File: src/common/sep_cfg.svh
// Purpose: Constants of the two-wire memory access engine
// Assumes: 40 MHz system clock
// Notes: Times in their own unit, cycle counts derived
`ifndef SEP_CFG_SVH
`define SEP_CFG_SVH

// Clock and input filter timing
`define SEP_CLK_NS 25
`define SEP_SPIKE_NS 50
`define SEP_SPIKE_CYC ((`SEP_SPIKE_NS + `SEP_CLK_NS - 1) / `SEP_CLK_NS)

// Self-timed programming cycle, longest time rounds down
`define SEP_TWR_NS 5000000
`define SEP_TWR_CYC (`SEP_TWR_NS / `SEP_CLK_NS)

// Selection byte layout
`define SEP_SEL_FAMILY 4'ha
`define SEP_SEL_FAM_HI 7
`define SEP_SEL_FAM_LO 4
`define SEP_SEL_CS_HI 3
`define SEP_SEL_CS_LO 1
`define SEP_SEL_RW 0

// Array geometry
`define SEP_ADDR_W 13
`define SEP_PAGE_BYTES 32
`define SEP_PAGE_BITS 5
`define SEP_BYTE_BITS 4'h8

`endif

File: src/common/sep_pkg.sv
// Purpose: Types of the two-wire memory access engine
// Assumes: Nothing beyond the config header
// Notes: State codes left to the tools
package sep_pkg;

  // Protocol phases of the engine
  typedef enum {
    SEP_IDLE,
    SEP_DEV,
    SEP_ADDR_HI,
    SEP_ADDR_LO,
    SEP_DATA_IN,
    SEP_READ,
    SEP_PROG
  } sep_state_t;

endpackage : sep_pkg

File: src/rtl/sep_engine.sv
// Purpose: Target-side two-wire protocol engine for a byte memory
// Assumes: Array sits outside on i_clock; read data follows o_mem_addr within 4 cycles
// Notes: Page data is buffered and written out during the timed programming cycle
`timescale 1ns/1ps
`include "sep_cfg.svh"

module sep_engine
  import sep_pkg::*;
#(
  parameter int ADDR_W = `SEP_ADDR_W,
  parameter int PROG_CYCLES = `SEP_TWR_CYC
) (
  // Clock and reset
  input wire logic i_clock,
  input wire logic i_rstn,
  // Two-wire bus, data is open drain
  input wire logic i_scl,
  input wire logic i_sda,
  output logic o_sda_out,
  output logic o_sda_oe,
  // Straps and protect pin
  input wire logic [2:0] i_chip_select_straps,
  input wire logic i_write_protect,
  // Memory array port
  output logic [ADDR_W-1:0] o_mem_addr,
  output logic [7:0] o_mem_wdata,
  output logic o_mem_we,
  input wire logic [7:0] i_mem_rdata,
  // Status
  output logic o_busy
);

  localparam int PB = `SEP_PAGE_BYTES;

  initial begin
    if (ADDR_W != 12 && ADDR_W != 13) $error("sep_engine: ADDR_W must be 12 or 13");
    if (PROG_CYCLES < PB + 1) $error("sep_engine: PROG_CYCLES too small");
  end

  // Filtered bus levels and their one-cycle delayed copies
  logic scl, sda;
  logic scl_d, sda_d;

  sep_glitch_filter #(.STABLE(`SEP_SPIKE_CYC)) u_scl_filt (
    .i_clock(i_clock),
    .i_rstn(i_rstn),
    .i_pin(i_scl),
    .o_level(scl)
  );

  sep_glitch_filter #(.STABLE(`SEP_SPIKE_CYC)) u_sda_filt (
    .i_clock(i_clock),
    .i_rstn(i_rstn),
    .i_pin(i_sda),
    .o_level(sda)
  );

  // Straps and protect pin pass two flops
  logic [2:0] cs_a, cs_b;
  logic wp_a, wp_b;

  // Bus events seen through the filters
  logic scl_rise;
  logic scl_fall;
  logic start_seen;
  logic stop_seen;

  assign scl_rise = scl && !scl_d;
  assign scl_fall = !scl && scl_d;
  assign start_seen = scl && scl_d && sda_d && !sda;
  assign stop_seen = scl && scl_d && !sda_d && sda;

  // Engine state
  sep_state_t state, next_state;
  logic [3:0] cnt, next_cnt;
  logic ack_ph, next_ack_ph;
  logic [7:0] shift, next_shift;
  logic drive, next_drive;
  logic rw, next_rw;
  logic [7:0] addr_hi, next_addr_hi;
  logic [ADDR_W-1:0] addr, next_addr;
  logic wrote, next_wrote;
  logic [7:0] page [PB], next_page [PB];
  logic [PB-1:0] pvalid, next_pvalid;
  logic [31:0] prog_cnt, next_prog_cnt;
  logic [ADDR_W-1:0] next_mem_addr;
  logic [7:0] next_mem_wdata;
  logic next_mem_we;
  logic [`SEP_PAGE_BITS-1:0] pidx;
  logic sel_ok;

  assign pidx = prog_cnt[`SEP_PAGE_BITS-1:0];
  assign sel_ok = (shift[`SEP_SEL_FAM_HI:`SEP_SEL_FAM_LO] == `SEP_SEL_FAMILY) &&
                  (shift[`SEP_SEL_CS_HI:`SEP_SEL_CS_LO] == cs_b);

  // Protocol next-state logic
  always_comb begin
    next_state = state;
    next_cnt = cnt;
    next_ack_ph = ack_ph;
    next_shift = shift;
    next_drive = drive;
    next_rw = rw;
    next_addr_hi = addr_hi;
    next_addr = addr;
    next_wrote = wrote;
    next_page = page;
    next_pvalid = pvalid;
    next_prog_cnt = 32'h0;
    next_mem_we = 1'b0;
    next_mem_wdata = o_mem_wdata;
    next_mem_addr = addr;
    if (state == SEP_PROG) begin
      // Bus is ignored; buffered bytes go out first, then the timer runs out
      next_drive = 1'b0;
      next_prog_cnt = prog_cnt + 32'h1;
      next_mem_addr = {addr[ADDR_W-1:`SEP_PAGE_BITS], pidx};
      if (prog_cnt < 32'(PB) && pvalid[pidx]) begin
        next_mem_we = 1'b1;
        next_mem_wdata = page[pidx];
      end
      if (prog_cnt == 32'(PROG_CYCLES - 1)) begin
        next_state = SEP_IDLE;
      end
    end else if (stop_seen) begin
      next_state = SEP_IDLE;
      next_drive = 1'b0;
      next_wrote = 1'b0;
      if (wrote && !wp_b) begin
        next_state = SEP_PROG;
      end
    end else if (start_seen) begin
      // Repeated start drops any pending page without programming
      next_state = SEP_DEV;
      next_cnt = 4'h0;
      next_ack_ph = 1'b0;
      next_drive = 1'b0;
      next_wrote = 1'b0;
    end else if (state == SEP_READ) begin
      if (scl_rise && ack_ph) begin
        next_rw = !sda; // Controller acknowledge
      end else if (scl_rise) begin
        next_cnt = cnt + 4'h1;
      end else if (scl_fall && ack_ph) begin
        next_ack_ph = 1'b0;
        next_cnt = 4'h0;
        if (rw) begin
          next_shift = i_mem_rdata;
          next_addr = addr + 1'b1;
          next_drive = !i_mem_rdata[7];
        end else begin
          next_state = SEP_IDLE;
          next_drive = 1'b0;
        end
      end else if (scl_fall && cnt == `SEP_BYTE_BITS) begin
        next_drive = 1'b0;
        next_ack_ph = 1'b1;
      end else if (scl_fall) begin
        next_drive = !shift[3'(7 - cnt)];
      end
    end else if (state != SEP_IDLE) begin
      if (scl_rise && !ack_ph && cnt != `SEP_BYTE_BITS) begin
        next_shift = {shift[6:0], sda};
        next_cnt = cnt + 4'h1;
      end else if (scl_fall && !ack_ph && cnt == `SEP_BYTE_BITS) begin
        next_ack_ph = 1'b1;
        next_drive = 1'b1;
        if (state == SEP_DEV) begin
          next_rw = shift[`SEP_SEL_RW];
          if (!sel_ok) begin
            next_state = SEP_IDLE;
            next_drive = 1'b0;
            next_ack_ph = 1'b0;
          end
        end else if (state == SEP_ADDR_HI) begin
          next_addr_hi = shift;
        end else if (state == SEP_ADDR_LO) begin
          next_addr = ADDR_W'({addr_hi, shift});
          next_pvalid = '0;
        end else begin
          next_page[addr[`SEP_PAGE_BITS-1:0]] = shift;
          next_pvalid[addr[`SEP_PAGE_BITS-1:0]] = 1'b1;
          next_addr[`SEP_PAGE_BITS-1:0] = addr[`SEP_PAGE_BITS-1:0] + 1'b1;
          next_wrote = 1'b1;
        end
      end else if (scl_fall && ack_ph) begin
        next_ack_ph = 1'b0;
        next_cnt = 4'h0;
        next_drive = 1'b0;
        case (state)
          SEP_DEV: begin
            if (rw) begin
              next_state = SEP_READ;
              next_shift = i_mem_rdata;
              next_addr = addr + 1'b1;
              next_drive = !i_mem_rdata[7];
            end else begin
              next_state = SEP_ADDR_HI;
            end
          end
          SEP_ADDR_HI: next_state = SEP_ADDR_LO;
          SEP_ADDR_LO: next_state = SEP_DATA_IN;
          default: next_state = state;
        endcase
      end
    end
  end

  // Registers of the engine
  always_ff @(posedge i_clock) begin
    if (!i_rstn) begin
      scl_d <= 1'b1;
      sda_d <= 1'b1;
      cs_a <= 3'h0;
      cs_b <= 3'h0;
      wp_a <= 1'b0;
      wp_b <= 1'b0;
      state <= SEP_IDLE;
      cnt <= 4'h0;
      ack_ph <= 1'b0;
      shift <= 8'h00;
      drive <= 1'b0;
      rw <= 1'b0;
      addr_hi <= 8'h00;
      addr <= '0;
      wrote <= 1'b0;
      pvalid <= '0;
      prog_cnt <= 32'h0;
      o_mem_addr <= '0;
      o_mem_wdata <= 8'h00;
      o_mem_we <= 1'b0;
    end else begin
      scl_d <= scl;
      sda_d <= sda;
      cs_a <= i_chip_select_straps;
      cs_b <= cs_a;
      wp_a <= i_write_protect;
      wp_b <= wp_a;
      state <= next_state;
      cnt <= next_cnt;
      ack_ph <= next_ack_ph;
      shift <= next_shift;
      drive <= next_drive;
      rw <= next_rw;
      addr_hi <= next_addr_hi;
      addr <= next_addr;
      wrote <= next_wrote;
      pvalid <= next_pvalid;
      prog_cnt <= next_prog_cnt;
      o_mem_addr <= next_mem_addr;
      o_mem_wdata <= next_mem_wdata;
      o_mem_we <= next_mem_we;
    end
  end

  // Page buffer carries no reset; pvalid guards its use
  always_ff @(posedge i_clock) begin
    page <= next_page;
  end

  // Open drain: only ever pull low
  assign o_sda_out = 1'b0;
  assign o_sda_oe = drive;
  assign o_busy = (state == SEP_PROG);

endmodule : sep_engine

File: src/rtl/sep_glitch_filter.sv
// Purpose: Synchronise a bus pin and drop short spikes
// Assumes: Pin is asynchronous to i_clock
// Notes: Adds STABLE plus two cycles of latency
`timescale 1ns/1ps
`include "sep_cfg.svh"

module sep_glitch_filter #(
  parameter int STABLE = `SEP_SPIKE_CYC
) (
  // Clock and reset
  input wire logic i_clock,
  input wire logic i_rstn,
  // Pin and filtered level
  input wire logic i_pin,
  output logic o_level
);

  logic sync_a;
  logic sync_b;
  logic [7:0] cnt;
  logic [7:0] next_cnt;
  logic next_level;

  initial begin
    if (STABLE < 1 || STABLE > 200) $error("sep_glitch_filter: STABLE out of range");
  end

  // Level changes only after the new value held STABLE cycles
  always_comb begin
    next_cnt = 8'h00;
    next_level = o_level;
    if (sync_b != o_level) begin
      if (cnt == 8'(STABLE - 1)) begin
        next_level = sync_b;
      end else begin
        next_cnt = cnt + 8'h01;
      end
    end
  end

  // Idle bus is high, so the filter resets high
  always_ff @(posedge i_clock) begin
    if (!i_rstn) begin
      sync_a <= 1'b1;
      sync_b <= 1'b1;
      cnt <= 8'h00;
      o_level <= 1'b1;
    end else begin
      sync_a <= i_pin;
      sync_b <= sync_a;
      cnt <= next_cnt;
      o_level <= next_level;
    end
  end

endmodule : sep_glitch_filter

File: config.mk
export PLATFORM = sky130hd
export DESIGN_NAME = sep_engine
export DESIGN_NICKNAME = d
export VERILOG_FILES = /design/src/common/sep_pkg.sv /design/src/rtl/sep_engine.sv /design/src/rtl/sep_glitch_filter.sv
export VERILOG_INCLUDE_DIRS = /design/src /design/src/common
export SDC_FILE = /design/constraint.sdc
export NUM_CORES = 1
export LEC_CHECK = 0
export ABC_AREA = 1
export BUFFER_PORTS_ARGS = -buffer_cell sky130_fd_sc_hd__buf_4
export CAP_MARGIN = 20
export CORE_UTILIZATION = 25
export CTS_BUF_LIST = sky130_fd_sc_hd__clkbuf_8
export CTS_CLUSTER_SIZE = 10
export DETAILED_ROUTE_END_ITERATION = 12
export MAX_ROUTING_LAYER = met4
export SLEW_MARGIN = 20
export SYNTH_ARGS = -nofsm -noshare
export SYNTH_HDL_FRONTEND = slang
export SYNTH_SLANG_ARGS = --single-unit
File: constraint.sdc
create_clock -name i_clock -period 5.63 [get_ports i_clock]
set_clock_uncertainty 0.15 [all_clocks]
set_input_delay 0.8445 -clock i_clock [delete_from_list [all_inputs] [get_ports i_clock]]
set_output_delay 0.8445 -clock i_clock [all_outputs]
set_load 0.05 [all_outputs]
==> metrics.cfg <==
[outcome]
status = finished, violations left
failed_checks = DRC

[worst_hold_path]
min_path_type = in -> reg
hold_end = cs_a[1]$_SDFF_PN0_
hold_depth = 3
worstHoldStart = i_chip_select_straps[1]

[logic_synthesis]
yosys.area.top_type_share_pct = 41.60
ys.flop_type = edfxtp_1
ys_warn_count = 0
async_reset_ff_share_pct = 0
ys_ff_latch = 411
syn-instance-count = 2095
ys_types = 45
syn_avg_cell_area_um2 = 8.822
synth_edf_count = 256
yosysTopAreaCell = edfxtp_1
netlist_top_cells_area = edfxtp_1 42%, dfxtp_1 17%, nand2_1 8.2%
syn_area_um2 = 18480
syn-num-nets = 2122
ys_seq_area_share_pct = 58.38

[sta]
rsz0062_at_grt = no
fmax_mhz = 301.9
drv_slew = 0
timing.final.crit_share_pct = 58.84
min_period_ns = 3.313
worstMarginPinSlew_ns = 1.021
fin_setup_tns_ns = 0
finalSetupViolCount = 0
finalHoldViolCount = 0
slew_headroom_pct = 31.88

[critical_path]
cp_common_cell = nand2_1
worstSetupStartpointType = register
crit_chain = buf_4 -> buf_4 -> nand2_1 -> nand3_1 -> nand2_1 -> nand2_1 -> nand2_1 -> inv_1 -> nand2_1 -> nand2_1 -> nand4_1 -> nor2_1 -> nor2_1
r2r-start = prog_cnt[0]$_SDFF_PN0_
worstPathArrival_ns = 3.69
cp_num_buf_inv = 3
reg2reg_slack_ns = 2.32
slowest_delay_ns = 0.74
crit_required_ns = 6.01
crit_slowest_cell = dfxtp_4
r2r_cells = 13
end_kind = register
cp_max_fo = 56
rr_endpoint = o_mem_wdata[2]$_SDFFE_PN0P_
cp_top_family = buffers and inverters
path_class = reg -> reg

[power]
power_frac_seq_pct = 55.1
internal_power_mw = 4.463
comb_power_share_pct = 1.1
power.density_nw_per_um2 = 274.0
p_sw_share_pct = 22.45
p_total_mw = 5.756
ir_worst_vdd_uv = 145.2
clock_power_share_pct = 43.7
p_sw_mw = 1.292
leakagePower_nw = 7.681

[place]
placed_area_um2 = 19680
placed_cells = 3015
gp_congestion = 0.8724
hpwl_mm = 29.99
io_buffers = 39

[clocking]
path_clk_slew_ns = 0.06
postCtsHoldBufs = 0
cts_resized = 0
insertion_delay_ns = 0.64
numCtsBuffers = 70
cts_tree = built
cts_setup_buffers = 0
cts_root_buffer = clkbuf_8
clock_path_buffers = 3
cts_sinks = 411
cts_max_level = 3

[die]
die-area_um2 = 75020
core_um2 = 73080
std_cell_rows = 99
ios = 41
start_util_pct = 25.29
die_y_um = 273.9
die_x_um = 273.9

[layout]
nNetsFinal = 2156
fin_area_um2 = 21010
stdcell_count = 3142
fillers = 7790
final_core_util_pct = 28.74
area_delta_synth_final_pct = 13.65
drive_gt1_share_pct = 9.170

[detailed_routing]
drt_wl_total_mm = 48.34
routedWlPerCell_um = 15.38
drc = 2
postRouteAntennaNets = 0
via_count = 14320
vias_per_cell = 4.556
detail_route.first_pass.iterations = 9
drt_iter0_markers = 1089

[global_routing]
grt_pass1_vias = 13530
antenna_found_initial = 2
grt_start_max_net_pins = 107
grt.overflow.total = 0
grt_first_pass_wirelength_mm = 75.99
grt_usage_pct = 13.28

[flow_run]
max-cap-violations = 0

[through the flow]
stage / hold WS (ns) / worst slack [ns]
floorplan: 0.2405 / 2.855
global placement: 0.2474 / 2.263
detailed placement: 0.2514 / 2.330
CTS: 0.1949 / 2.300
global route: 0.2267 / 1.992
finish: 0.2366 / 2.317
[placed cells by master, fill, tap and decap left out, types with 2 or more instances in the layout]
master    instances
nand2_1         406
nor2_1          337
edfxtp_1        256
o21ai_0         215
inv_1           211
dfxtp_1         153
nand3_1         126
a21oi_1         108
clkbuf_8         77
buf_4            60
nor3_1           35
o211ai_1         27
nand4_1          25
xor2_1           12
or2_2            11
clkinv_1         11
ha_1             11
nor4_1           10
nor3b_1          10
nor2_2            7
inv_2             6
o21ai_1           6
clkinv_2          6
nand2_2           5
xnor2_1           5
o22ai_1           5
nand3_2           4
inv_6             4
nor3_4            3
nand3b_1          3
diode_2           2
nor2_4            2
o21ai_2           2
a31oi_1           2
nand4_2           2
dfxtp_4           2
[cells by family after synthesis]
| kind of cell | count (synthesis) | share of synthesized area [%] |
|---|---|---|
| simple gates | 989 | 22.88 |
| other cells | 1 | 0.02029 |
| compound gates | 371 | 10.60 |
| mux | 1 | 0.05416 |
| xor+xnor | 17 | 0.8056 |
| fa+ha+maj | 11 | 0.7447 |
| buf+inv | 294 | 6.506 |
| flops | 411 | 58.38 |
[sequential cells by signal, indices dropped and copies added (netlist names), 4 cells and up]
name,count
addr,13
u_scl_filt.cnt,8
prog_cnt,32
page,256
shift,8
u_sda_filt.cnt,8
o_mem_wdata,8
cnt,4
pvalid,32
addr_hi,5
o_mem_addr,13
[tightest hold or removal path, cell delays in order]
cell     delay, ns
buf_4         0.08
nand2_1       0.04
inv_1         0.04
[layout make-up]
cell class | instances | area, um2 | area share, %
diodes | 2 | 5.005 | 0.02383
clock buffers | 77 | 1060 | 5.045
clock inverters | 47 | 236.5 | 1.126
inverters | 195 | 734.5 | 3.497
multi-input cells | 1390 | 6494 | 30.92
flip-flops and latches | 411 | 10800 | 51.41
well taps | 959 | 1200 | 5.712
repair buffers | 61 | 478.0 | 2.275
[power by group through the flow]
stage | registers [mW] | clock network (mW) | logic (mW)
5_1_grt | 3.17 | 2.71 | 0.0736
6_report | 3.17 | 2.52 | 0.0650
2_1_floorplan | 3.24 | 0 | 0.0456
3_3_place_gp | 3.24 | 0 | 0.0649
4_1_cts | 3.17 | 2.59 | 0.0653
3_5_place_dp | 3.24 | 0 | 0.0650
[worst max path at each step]
stage                                   to  cells after the start                    from
2_1_floorplan            page[0]$_DFFE_PP_                     10     cnt[0]$_SDFFE_PN0P_
3_3_place_gp             page[6]$_DFFE_PP_                      9     cnt[0]$_SDFFE_PN0P_
3_5_place_dp   o_mem_wdata[2]$_SDFFE_PN0P_                     13  prog_cnt[0]$_SDFF_PN0_
4_1_cts        o_mem_wdata[2]$_SDFFE_PN0P_                     13  prog_cnt[0]$_SDFF_PN0_
5_1_grt        o_mem_wdata[3]$_SDFFE_PN0P_                     13  prog_cnt[0]$_SDFF_PN0_
6_report       o_mem_wdata[2]$_SDFFE_PN0P_                     13  prog_cnt[0]$_SDFF_PN0_
[layer usage]
| layer | track usage (%) | share of wire [%] | up-vias |
|---|---|---|---|
| li1 | - | - | 7081 |
| met1 | 17.38 | 45 | 6725 |
| met2 | 20.45 | 46 | 427 |
| met3 | 2.119 | 6.9 | 82 |
| met4 | 5.205 | 2.5 | 0 |
| met5 | - | 0 | - |
[synth_stat cells, types with 2 or more instances]
master    number
a21oi_1      108
a31oi_1        2
buf_1          4
buf_2         31
buf_4         10
buf_6          3
clkbuf_1      51
dfxtp_1      155
edfxtp_1     256
ha_1          11
inv_1        188
inv_2          6
nand2_1      406
nand2_2        5
nand3_1      126
nand3_2        4
nand3b_1       3
nand4_1       25
nand4_2        2
nor2_1       337
nor2_2         7
nor2_4         2
nor3_1        36
nor3_4         3
nor3b_1       10
nor4_1        10
o211ai_1      27
o21ai_0      215
o21ai_1        6
o21ai_2        2
o22ai_1        5
or2_2         11
xnor2_1        5
xor2_1        12
Power figures use the tool's default switching activity.
